==> src/shared/qei_regs_pkg.sv <==
/*
 * Package for the wide counter register set: register byte addresses, word
 * widths, compare modes and the carrier structs shared by the modules.
 * Assumes a 32-bit AXI4-Lite register bus with one word per register.
 */
package qei_regs_pkg;

    // register byte addresses, one aligned word each
    localparam logic [5:0] ADDR_INDEX_HIGH   = 6'h00;
    localparam logic [5:0] ADDR_INDEX_LOW    = 6'h04;
    localparam logic [5:0] ADDR_INDEX_HOLD   = 6'h08;
    localparam logic [5:0] ADDR_INIT_HIGH    = 6'h0c;
    localparam logic [5:0] ADDR_INIT_LOW     = 6'h10;
    localparam logic [5:0] ADDR_LE_HIGH      = 6'h14;
    localparam logic [5:0] ADDR_LE_LOW       = 6'h18;
    localparam logic [5:0] ADDR_GE_HIGH      = 6'h1c;
    localparam logic [5:0] ADDR_GE_LOW       = 6'h20;
    localparam logic [5:0] ADDR_TIMER_HIGH   = 6'h24;
    localparam logic [5:0] ADDR_TIMER_LOW    = 6'h28;
    localparam logic [5:0] ADDR_THOLD_HIGH   = 6'h2c;
    localparam logic [5:0] ADDR_THOLD_LOW    = 6'h30;
    localparam logic [5:0] ADDR_CONTROL      = 6'h34;
    localparam logic [5:0] ADDR_POSITION     = 6'h38;

    localparam int         WORD_W            = 16;
    localparam int         WIDE_W            = 32;
    localparam logic [1:0] RESP_OKAY         = 2'h0;
    localparam logic [1:0] RESP_SLVERR       = 2'h2;
    localparam logic [15:0] WORD_RESET       = 16'h0000;
    localparam logic [31:0] WIDE_RESET       = 32'h00000000;

    // control word fields: compare mode, timer run
    localparam int         CTL_MODE_LSB      = 0;
    localparam int         CTL_TIMER_RUN     = 2;

    // compare output modes
    typedef enum logic [1:0]
    {
        CMP_OFF = 2'h0,
        CMP_GE  = 2'h1,
        CMP_LE  = 2'h2,
        CMP_RSV = 2'h3
    } cmp_mode_t;

    // one register access seen by the register file
    typedef struct packed
    {
        logic        wr;
        logic        rd;
        logic [5:0]  waddr;
        logic [5:0]  raddr;
        logic [31:0] wdata;
        logic [3:0]  wstrb;
    } reg_access_t;

    // thresholds handed to the comparator
    typedef struct packed
    {
        cmp_mode_t   mode;
        logic [31:0] le_threshold;
        logic [31:0] ge_threshold;
    } cmp_config_t;

endpackage

==> src/verilog/qei_compare_out.sv <==
/*
 * Compare output: drives the compare pin from the position count and
 * the two thresholds, registered so the pin never glitches.
 * Assumes the position count is synchronous to CLK.
 */
`timescale 1ns/1ps
`default_nettype none
module qei_compare_out
    import qei_regs_pkg::*;
(
    input  wire logic        clk,            // system clock
    input  wire logic        rst,            // synchronous reset
    input  wire cmp_config_t cfg,            // mode and thresholds
    input  wire logic [31:0] position_count, // live position count
    output logic             pin             // compare output pin
);
    typedef struct packed
    {
        logic pin;
    } cmp_state_t;

    cmp_state_t state;
    cmp_state_t next_state;

    // pin level from the selected comparison
    always_comb
    begin
        next_state = state;
        case (cfg.mode)
            CMP_GE:  next_state.pin = (position_count >= cfg.ge_threshold);
            CMP_LE:  next_state.pin = (position_count <= cfg.le_threshold);
            default: next_state.pin = 1'b0;
        endcase
        if (rst)
        begin
            next_state.pin = 1'b0;
        end
    end

    always_ff @(posedge clk)
    begin
        state <= next_state;
    end

    assign pin = state.pin;
endmodule // qei_compare_out
`default_nettype wire

==> src/verilog/qei_axil_slave.sv <==
/*
 * AXI4-Lite slave front end: takes write address and data in either
 * order, one write and one read at a time, and hands single-cycle
 * access strobes to the register file. Assumes a 32-bit bus.
 */
`timescale 1ns/1ps
`default_nettype none
module qei_axil_slave
    import qei_regs_pkg::*;
(
    input  wire logic        clk,     // system clock
    input  wire logic        rst,     // synchronous reset
    input  wire logic [5:0]  awaddr,  // write address
    input  wire logic        awvalid, // write address valid
    output logic             awready, // write address ready
    input  wire logic [31:0] wdata,   // write data
    input  wire logic [3:0]  wstrb,   // write strobes
    input  wire logic        wvalid,  // write data valid
    output logic             wready,  // write data ready
    output logic             bvalid,  // write response valid
    input  wire logic        bready,  // write response ready
    input  wire logic [5:0]  araddr,  // read address
    input  wire logic        arvalid, // read address valid
    output logic             arready, // read address ready
    output logic             rvalid,  // read data valid
    input  wire logic        rready,  // read data ready
    output reg_access_t      acc      // access strobes to registers
);
    typedef struct packed
    {
        logic        aw_got;
        logic        w_got;
        logic        bvalid;
        logic        rvalid;
        logic [5:0]  waddr;
        logic [31:0] wdata;
        logic [3:0]  wstrb;
    } axi_state_t;

    axi_state_t state;
    axi_state_t next_state;
    logic       do_write;
    logic       do_read;

    // channel readies: hold off until the previous response is taken
    assign awready  = !state.aw_got && !state.bvalid;
    assign wready   = !state.w_got && !state.bvalid;
    assign arready  = !state.rvalid;
    assign do_read  = arvalid && arready;
    assign do_write = (state.aw_got || (awvalid && awready))
                   && (state.w_got || (wvalid && wready));

    always_comb
    begin
        next_state = state;
        if (awvalid && awready)
        begin
            next_state.aw_got = 1'b1;
            next_state.waddr  = awaddr;
        end
        if (wvalid && wready)
        begin
            next_state.w_got = 1'b1;
            next_state.wdata = wdata;
            next_state.wstrb = wstrb;
        end
        if (do_write)
        begin
            next_state.aw_got = 1'b0;
            next_state.w_got  = 1'b0;
            next_state.bvalid = 1'b1;
        end
        else if (state.bvalid && bready)
        begin
            next_state.bvalid = 1'b0;
        end
        if (do_read)
        begin
            next_state.rvalid = 1'b1;
        end
        else if (state.rvalid && rready)
        begin
            next_state.rvalid = 1'b0;
        end
        if (rst)
        begin
            next_state = '0;
        end
    end

    always_ff @(posedge clk)
    begin
        state <= next_state;
    end

    // strobes carry the freshest address and data, stored or on the bus
    always_comb
    begin
        acc.wr    = do_write && !rst;
        acc.rd    = do_read && !rst;
        acc.raddr = araddr;
        acc.waddr = state.aw_got ? state.waddr : awaddr;
        acc.wdata = state.w_got ? state.wdata : wdata;
        acc.wstrb = state.w_got ? state.wstrb : wstrb;
    end

    assign bvalid = state.bvalid;
    assign rvalid = state.rvalid;
endmodule // qei_axil_slave
`default_nettype wire

==> src/verilog/qei_wide_counter_registers.sv <==
/*
 * Wide counter register set of the encoder interface: index counter
 * with its hold word, init/capture value, the two compare thresholds,
 * and the interval timer with its two hold words, behind AXI4-Lite.
 * Assumes the encoder decoder supplies the position count and index
 * pulses synchronous to CLK; each 32-bit value but the position count shows as two words.
 */
// Added by the designer: the AXI4-Lite interface to the registers and the address map.
// How it works
// - The index counter is one 32-bit value shown as a high and a low word.
// - A 16-bit hold word stages the upper index count half for software.
// - The init/capture value is 32 bits, written and read as two words.
// - The less-or-equal threshold is 32 bits formed from two words.
// - The greater-or-equal threshold is 32 bits formed from two words.
// - The interval timer is 32 bits shown as a high and a low word.
// - A hold word stages the timer's upper half for software access.
// - A hold word stages the timer's lower half for software access.
// - All these registers are read/write and clear to zero on reset.
// - In mode one the compare pin is high while position >= ge threshold.
// - In mode two the compare pin is high while position <= le threshold.
`timescale 1ns/1ps
`default_nettype none
module qei_wide_counter_registers
    import qei_regs_pkg::*;
(
    input  wire logic        CLK,            // 100 MHz system clock
    input  wire logic        SYS_RST,        // synchronous reset, high
    input  wire logic [31:0] POSITION_COUNT, // position count from decoder
    input  wire logic        INDEX_PULSE,    // one-cycle index event
    input  wire logic        CAPTURE_PULSE,  // one-cycle capture event
    output logic             COMPARE_PIN,    // compare output pin
    input  wire logic [5:0]  S_AWADDR,       // write address
    input  wire logic        S_AWVALID,      // write address valid
    output logic             S_AWREADY,      // write address ready
    input  wire logic [31:0] S_WDATA,        // write data
    input  wire logic [3:0]  S_WSTRB,        // write byte strobes
    input  wire logic        S_WVALID,       // write data valid
    output logic             S_WREADY,       // write data ready
    output logic [1:0]       S_BRESP,        // write response
    output logic             S_BVALID,       // write response valid
    input  wire logic        S_BREADY,       // write response ready
    input  wire logic [5:0]  S_ARADDR,       // read address
    input  wire logic        S_ARVALID,      // read address valid
    output logic             S_ARREADY,      // read address ready
    output logic [31:0]      S_RDATA,        // read data
    output logic [1:0]       S_RRESP,        // read response
    output logic             S_RVALID,       // read data valid
    input  wire logic        S_RREADY        // read data ready
);
    typedef struct packed
    {
        logic [31:0] index_counter;
        logic [15:0] index_count_staging;
        logic [31:0] init_capture_reg;
        logic [31:0] le_threshold;
        logic [31:0] ge_threshold;
        logic [31:0] interval_timer;
        logic [15:0] thold_high;
        logic [15:0] thold_low;
        logic [2:0]  control;
        logic [31:0] rdata;
        logic [1:0]  rresp;
        logic [1:0]  bresp;
    } regs_state_t;

    regs_state_t state;
    regs_state_t next_state;
    reg_access_t acc;
    cmp_config_t cmp_cfg;

    // merge the low half of a bus word into one 16-bit word by strobes
    function automatic logic [15:0] merge_word(
        input logic [15:0] old_value,
        input logic [31:0] data,
        input logic [3:0]  strb
    );
        logic [15:0] result;
        result = old_value;
        if (strb[0])
        begin
            result[7:0] = data[7:0];
        end
        if (strb[1])
        begin
            result[15:8] = data[15:8];
        end
        return result;
    endfunction

    // true when the address hits one of the mapped words
    function automatic logic addr_mapped(input logic [5:0] addr);
        return addr[1:0] == 2'h0 && addr <= ADDR_POSITION;
    endfunction

    qei_axil_slave u_bus
    (
        .clk     (CLK),
        .rst     (SYS_RST),
        .awaddr  (S_AWADDR),
        .awvalid (S_AWVALID),
        .awready (S_AWREADY),
        .wdata   (S_WDATA),
        .wstrb   (S_WSTRB),
        .wvalid  (S_WVALID),
        .wready  (S_WREADY),
        .bvalid  (S_BVALID),
        .bready  (S_BREADY),
        .araddr  (S_ARADDR),
        .arvalid (S_ARVALID),
        .arready (S_ARREADY),
        .rvalid  (S_RVALID),
        .rready  (S_RREADY),
        .acc     (acc)
    );

    // counter, timer and bus writes; a software write wins over an
    // event in the same cycle so the written value is what software sees
    always_comb
    begin
        next_state = state;

        // hardware side: index events, capture, timer run
        if (INDEX_PULSE)
        begin
            next_state.index_counter = state.index_counter + 32'h1;
        end
        if (CAPTURE_PULSE)
        begin
            next_state.init_capture_reg = POSITION_COUNT;
        end
        if (state.control[CTL_TIMER_RUN])
        begin
            next_state.interval_timer = state.interval_timer + 32'h1;
        end

        // read side: data is registered for the R channel
        if (acc.rd)
        begin
            next_state.rresp = addr_mapped(acc.raddr) ? RESP_OKAY
                                                      : RESP_SLVERR;
            next_state.rdata = WIDE_RESET;
            case (acc.raddr)
                ADDR_INDEX_HIGH: next_state.rdata[15:0] =
                                     state.index_counter[31:16];
                ADDR_INDEX_LOW:
                begin
                    next_state.rdata[15:0] = state.index_counter[15:0];
                    next_state.index_count_staging =
                        state.index_counter[31:16];
                end
                ADDR_INDEX_HOLD: next_state.rdata[15:0] =
                                     state.index_count_staging;
                ADDR_INIT_HIGH:  next_state.rdata[15:0] =
                                     state.init_capture_reg[31:16];
                ADDR_INIT_LOW:   next_state.rdata[15:0] =
                                     state.init_capture_reg[15:0];
                ADDR_LE_HIGH:    next_state.rdata[15:0] =
                                     state.le_threshold[31:16];
                ADDR_LE_LOW:     next_state.rdata[15:0] =
                                     state.le_threshold[15:0];
                ADDR_GE_HIGH:    next_state.rdata[15:0] =
                                     state.ge_threshold[31:16];
                ADDR_GE_LOW:     next_state.rdata[15:0] =
                                     state.ge_threshold[15:0];
                ADDR_TIMER_HIGH: next_state.rdata[15:0] =
                                     state.interval_timer[31:16];
                ADDR_TIMER_LOW:
                begin
                    next_state.rdata[15:0] = state.interval_timer[15:0];
                    next_state.thold_high =
                        state.interval_timer[31:16];
                    next_state.thold_low  =
                        state.interval_timer[15:0];
                end
                ADDR_THOLD_HIGH: next_state.rdata[15:0] = state.thold_high;
                ADDR_THOLD_LOW:  next_state.rdata[15:0] = state.thold_low;
                ADDR_CONTROL:    next_state.rdata[2:0]  = state.control;
                ADDR_POSITION:   next_state.rdata       = POSITION_COUNT;
                default:         next_state.rdata       = WIDE_RESET;
            endcase
        end

        // write side: all value words are read/write
        if (acc.wr)
        begin
            next_state.bresp = addr_mapped(acc.waddr) ? RESP_OKAY
                                                      : RESP_SLVERR;
            case (acc.waddr)
                ADDR_INDEX_HIGH: next_state.index_counter[31:16] = merge_word(
                    state.index_counter[31:16], acc.wdata, acc.wstrb);
                ADDR_INDEX_LOW:  next_state.index_counter = {
                    state.index_count_staging, merge_word(
                    state.index_counter[15:0], acc.wdata, acc.wstrb)};
                ADDR_INDEX_HOLD: next_state.index_count_staging = merge_word(
                    state.index_count_staging, acc.wdata, acc.wstrb);
                ADDR_INIT_HIGH:  next_state.init_capture_reg[31:16] =
                    merge_word(state.init_capture_reg[31:16],
                               acc.wdata, acc.wstrb);
                ADDR_INIT_LOW:   next_state.init_capture_reg[15:0] =
                    merge_word(state.init_capture_reg[15:0],
                               acc.wdata, acc.wstrb);
                ADDR_LE_HIGH:    next_state.le_threshold[31:16] = merge_word(
                    state.le_threshold[31:16], acc.wdata, acc.wstrb);
                ADDR_LE_LOW:     next_state.le_threshold[15:0] = merge_word(
                    state.le_threshold[15:0], acc.wdata, acc.wstrb);
                ADDR_GE_HIGH:    next_state.ge_threshold[31:16] = merge_word(
                    state.ge_threshold[31:16], acc.wdata, acc.wstrb);
                ADDR_GE_LOW:     next_state.ge_threshold[15:0] = merge_word(
                    state.ge_threshold[15:0], acc.wdata, acc.wstrb);
                ADDR_TIMER_HIGH: next_state.interval_timer[31:16] =
                    merge_word(state.interval_timer[31:16],
                               acc.wdata, acc.wstrb);
                ADDR_TIMER_LOW:  next_state.interval_timer = {
                    state.thold_high, merge_word(state.interval_timer[15:0],
                    acc.wdata, acc.wstrb)};
                ADDR_THOLD_HIGH: next_state.thold_high = merge_word(
                    state.thold_high, acc.wdata, acc.wstrb);
                ADDR_THOLD_LOW:  next_state.thold_low = merge_word(
                    state.thold_low, acc.wdata, acc.wstrb);
                ADDR_CONTROL:
                begin
                    if (acc.wstrb[0])
                    begin
                        next_state.control = acc.wdata[2:0];
                    end
                end
                default:         next_state.bresp = RESP_SLVERR;
            endcase
        end

        // everything clears to zero on reset
        if (SYS_RST)
        begin
            next_state = '0;
        end
    end

    always_ff @(posedge CLK)
    begin
        state <= next_state;
    end

    // the comparator only sees the registered thresholds and mode
    assign cmp_cfg.mode = cmp_mode_t'(state.control[CTL_MODE_LSB +: 2]);
    assign cmp_cfg.le_threshold = state.le_threshold;
    assign cmp_cfg.ge_threshold = state.ge_threshold;

    qei_compare_out u_cmp
    (
        .clk            (CLK),
        .rst            (SYS_RST),
        .cfg            (cmp_cfg),
        .position_count (POSITION_COUNT),
        .pin            (COMPARE_PIN)
    );

    assign S_RDATA = state.rdata;
    assign S_RRESP = state.rresp;
    assign S_BRESP = state.bresp;
endmodule // qei_wide_counter_registers
`default_nettype wire

==> config.mk <==
export PLATFORM = sky130hd
export DESIGN_NAME = qei_wide_counter_registers
export DESIGN_NICKNAME = d
export VERILOG_FILES = /design/src/shared/qei_regs_pkg.sv /design/src/verilog/qei_compare_out.sv /design/src/verilog/qei_axil_slave.sv /design/src/verilog/qei_wide_counter_registers.sv
export SDC_FILE = /design/constraint.sdc
export NUM_CORES = 1
export LEC_CHECK = 0
export BUFFER_PORTS_ARGS = -buffer_cell sky130_fd_sc_hd__buf_4
export CORE_MARGIN = 2
export CORE_UTILIZATION = 25
export CTS_CLUSTER_SIZE = 12
export DETAILED_ROUTE_END_ITERATION = 10
export PLACE_DENSITY = 0.41
export SLEW_MARGIN = 20
export SYNTH_ARGS = -nofsm -noshare
export SYNTH_HDL_FRONTEND = slang
export SYNTH_HIERARCHICAL = 1
export SYNTH_SLANG_ARGS = --single-unit
==> constraint.sdc <==
create_clock -name CLK -period 5.1 [get_ports CLK]
set_input_delay 1.02 -clock CLK [delete_from_list [all_inputs] [get_ports CLK]]
set_output_delay 1.02 -clock CLK [all_outputs]
set_load 0.02 [all_outputs]
=== After elaboration in Yosys (flattened, before gate mapping) ===
Cells that the tools add are included.

* Word-level logic and storage cells: 174
* Output and inout bits: 42
* ROM bits: 0
* Memory bits (writable): 0
* Register bits: 276
* Bits in latches: 0
* Memories: 0

* Div/mod/pow operators: 0
* Eq/ne operators: 47
* $add $sub $neg: 2
* $mul: 0
* Reductions and logical operators: 36
* Multiplexer cells: 47
* Shift-type cells: 0
* $lt $le $gt $ge: 4
* Bitwise logic cells: 0

{| class="wikitable"
|+ Operator list
! kind !! number
|-
| two-way mux 16 bit || 15
|-
| two-way mux 211 bit || 1
|-
| case mux 13 bit (14 select lines) || 1
|-
| two-way mux 32 bit || 5
|-
| two-way mux 8 bit || 10
|-
| equality test 6 bit (second input constant) || 13
|-
| adder 32 x 1 -> 32 bit (second input constant) || 2
|-
| case mux 16 bit (2 select lines) || 2
|-
| != test 3 bit (second input constant) || 18
|-
| equality test 6 x 5 -> 1 bit (second input constant) || 8
|-
| case mux 3 bit (15 select lines) || 1
|-
| >= comparator 32 bit || 1
|-
| <= comparator 32 bit || 1
|-
| AND reduction 3 bit || 9
|-
| equality test 6 x 4 -> 1 bit (second input constant) || 4
|-
| OR reduction 14 bit || 1
|-
| equality test 6 x 3 -> 1 bit (second input constant) || 2
|-
| <= comparator 6 bit (second input constant) || 2
|-
| logical AND 1 bit || 12
|-
| zero test 6 bit || 2
|-
| two-way mux 2 bit || 4
|-
| two-way mux 3 bit || 2
|-
| two-way mux 6 bit || 1
|-
| zero test 1 bit || 5
|-
| other kinds (8) || 14
|}

=== Longest topological paths before layout ===
* Depth in word-level cells: 7
* Mapped depth: 12
* Mapped depth without buffers: 8

=== By module ===
The synthesis kept the hierarchy.

{| class="wikitable"
|+ By module, submodules not included
! module !! seq. area each (um^2) !! area each (um^2) !! cells each !! times used
|-
| qei_wide_counter_registers || 4904.7 || 13560.5 || 1643 || 1
|-
| qei_axil_slave || 920.9 || 2210.9 || 252 || 1
|-
| qei_compare_out || 20.0 || 1674.1 || 236 || 1
|}

=== Worst setup path after synthesis ===
No wires, ideal clock.

* Path kind: input -> register
* Start point: input port S_AWVALID
* End point: register state (netlist bit cmp_cfg[16])
* Path slack: 2.041 ns
* Required time: 4.972 ns
* Data arrival time: 2.932 ns
* Stages: 9
* Cell sequence: o22ai_1 a211oi_1 nor3b_1 buf_2 and3_1 buf_2 nand2_1 mux2i_1 nor2_1

{| class="wikitable"
|+ RTL lines
! what !! line !! RTL
|-
| start: declaration || qei_wide_counter_registers.sv:33 || <nowiki>input wire logic S_AWVALID,</nowiki>
|-
| end signal: assignment || qei_wide_counter_registers.sv:240 || <nowiki>state <= next_state;</nowiki>
|-
| end: declaration || qei_wide_counter_registers.sv:66 || <nowiki>regs_state_t state;</nowiki>
|}

==> impl_metrics.ini <==
[global_route]
overflow = 0
grt_max_degree = 80
antenna_found_initial = 0
grt_pass1_vias = 15657
grt_usage = 0.216
grt_pass1_wl_um = 109000

[timing]
fin_crit_ns = 3.52
slew_violations = 0
rsz0062_at_grt = false
tightest_slew_ns = 1.09
max-slew-margin-rel = 0.270
setup_tns_ns = 0
hold_slack_ns = 0.450
hold_viol = 0
max_freq_mhz = 284
fin_crit_sh = 0.690
setup_viol = 0
fin_worst_skew_ns = 0.0168

[hold_path]
min_path_type = flip-flop to flip-flop

[cells_and_area]
diodes = 0
fin_nets = 2186
drive_gt1_frac = 0.150
fin_area_um2 = 19000
n_fill_cell = 7098
areaGrowthSynthToFinish_pct = 14.2
postLayoutCoreUtil = 0.288

[critical_path]
crit_fanout = 12
cp.arrival_ns = 3.91
crit_slowest_cell = or4b_1
end_kind = flip-flop
cpPeakStageDelay_ns = 0.73
crit_path_cell_trace = o22ai_1 > a211oi_1 > or4b_1 > o41ai_4 > nand2_1 > nor2_1 > nor3_1
criticalPathCategory = flip-flop to flip-flop
crit_required_ns = 5.49
rrSetupSlack_ns = 1.58
start_kind = flip-flop

[floorplanning]
initial_core_util = 0.253
die_w_um = 262
rows = 94
core_area_um2 = 65900
ioPinCount = 131
die_h_um = 262
dieArea_um2 = 68600

[drt]
viasPerCell = 5.63
vias = 16416
wirelength_um = 75300
wl_per_cell_um = 25.8
drc = 0
drtPass1Iterations = 6
drt_iter0_markers = 1482
ant_nets = 0

[power]
powerDensity_nw_per_um2 = 292
max-vdd-ir-drop_v = 0.000176
power.leakage_nw = 6.68
power.total_mw = 5.56

[clocking]
ctsResizeCount = 0
h-tree-depth = 2
numCtsBuffers = 35
path_clk_slew_ns = 0.06
cts_tree = yes
cts-hold-fix-buffers = 0
post-cts-setup-buffers = 0
cts_max_path_buffers = 3
root_buffer = clkbuf_16
cts_sinks = 274
clk_latency_ns = 0.56

[placement]
place.gp.congestion = 0.888
io_buffer_count = 110
dp_hpwl_um = 54500
dpl-instance-area_um2 = 17800

[synth]
netlist_area_um2 = 16600
postSynthAreaPerCell_um2 = 8.16
netlist_instances = 2038
ys_warn_count = 6

[run]
drv_cap = 0

[status]
outcome = finished clean
critical path: cells and delay by family (launching register included):
kind             cells  cell delay, ns
AND/OR/NAND/NOR      4            1.44
AO/OA/AOI/OAI        3            1.30
flip-flops           1            0.62
cells in the final DEF, fill, tap and decap left out, types with 17 or more instances in the layout:
master / count
a211oi_1: 20
a21oi_1: 183
a221oi_1: 17
a222oi_1: 17
a22oi_1: 59
a31oi_1: 25
and2_1: 19
and3_1: 19
buf_4: 148
clkbuf_16: 37
dfxtp_1: 274
ha_1: 68
inv_1: 111
mux2_2: 45
mux2i_1: 59
nand2_1: 191
nand2b_1: 25
nand3_1: 87
nand4_1: 46
nor2_1: 163
nor3_1: 60
nor4_1: 21
o21ai_0: 42
o221ai_1: 32
o22ai_1: 42
metal layers:
layer  up-vias  track usage  routed length, µm
li1       7523            -                  -
met1      8104        0.287              32100
met2       656        0.349              34700
met3       133       0.0364               5250
met4         0       0.0880               3190
met5         -            0                  0
worst paths after layout:
kind,start,end,cells after the start
setup reg to reg,u_bus/state[45]$_SDFFE_PP0P_,state[176]$_SDFFE_PP0P_,7
hold / removal,state[53]$_SDFFE_PP0P_,state[53]$_SDFFE_PP0P_,2
hold reg to reg,state[53]$_SDFFE_PP0P_,state[53]$_SDFFE_PP0P_,2
setup / recovery,u_bus/state[45]$_SDFFE_PP0P_,state[176]$_SDFFE_PP0P_,7
registers in the layout, summed over array words and instances (netlist names):
name          cells
state           145
u_bus/bvalid      1
u_bus/rvalid      1
S_RDATA          32
S_RRESP           1
cmp_cfg          66
S_BRESP           1
u_bus/state      26
u_cmp/pin         1
per-stage QoR:
stage | instances | setup WS, ns
after floorplan | 2039 | 2.04
after CTS | 2917 | 1.65
after global placement | 2856 | 1.19
after global routing | 2917 | 1.38
after detailed placement | 2856 | 1.16
final | 2917 | 1.58
area by class of cell:
cell class | count | area [µm²] | share of cell area
multi-input cells | 1454 | 9690 | 0.510
flip-flops and latches | 274 | 5490 | 0.289
repair buffers | 149 | 1120 | 0.0591
well taps | 864 | 1080 | 0.0569
clock buffers | 52 | 1070 | 0.0564
inverters | 115 | 432 | 0.0227
clock inverters | 9 | 123 | 0.00645
power by group:
group / switching (mW) / internal, mW
sequential: 0.0369 / 2.18
clock: 1.04 / 1.60
combinational: 0.492 / 0.205
total: 1.57 / 3.99
Power figures use the tool's default switching activity.
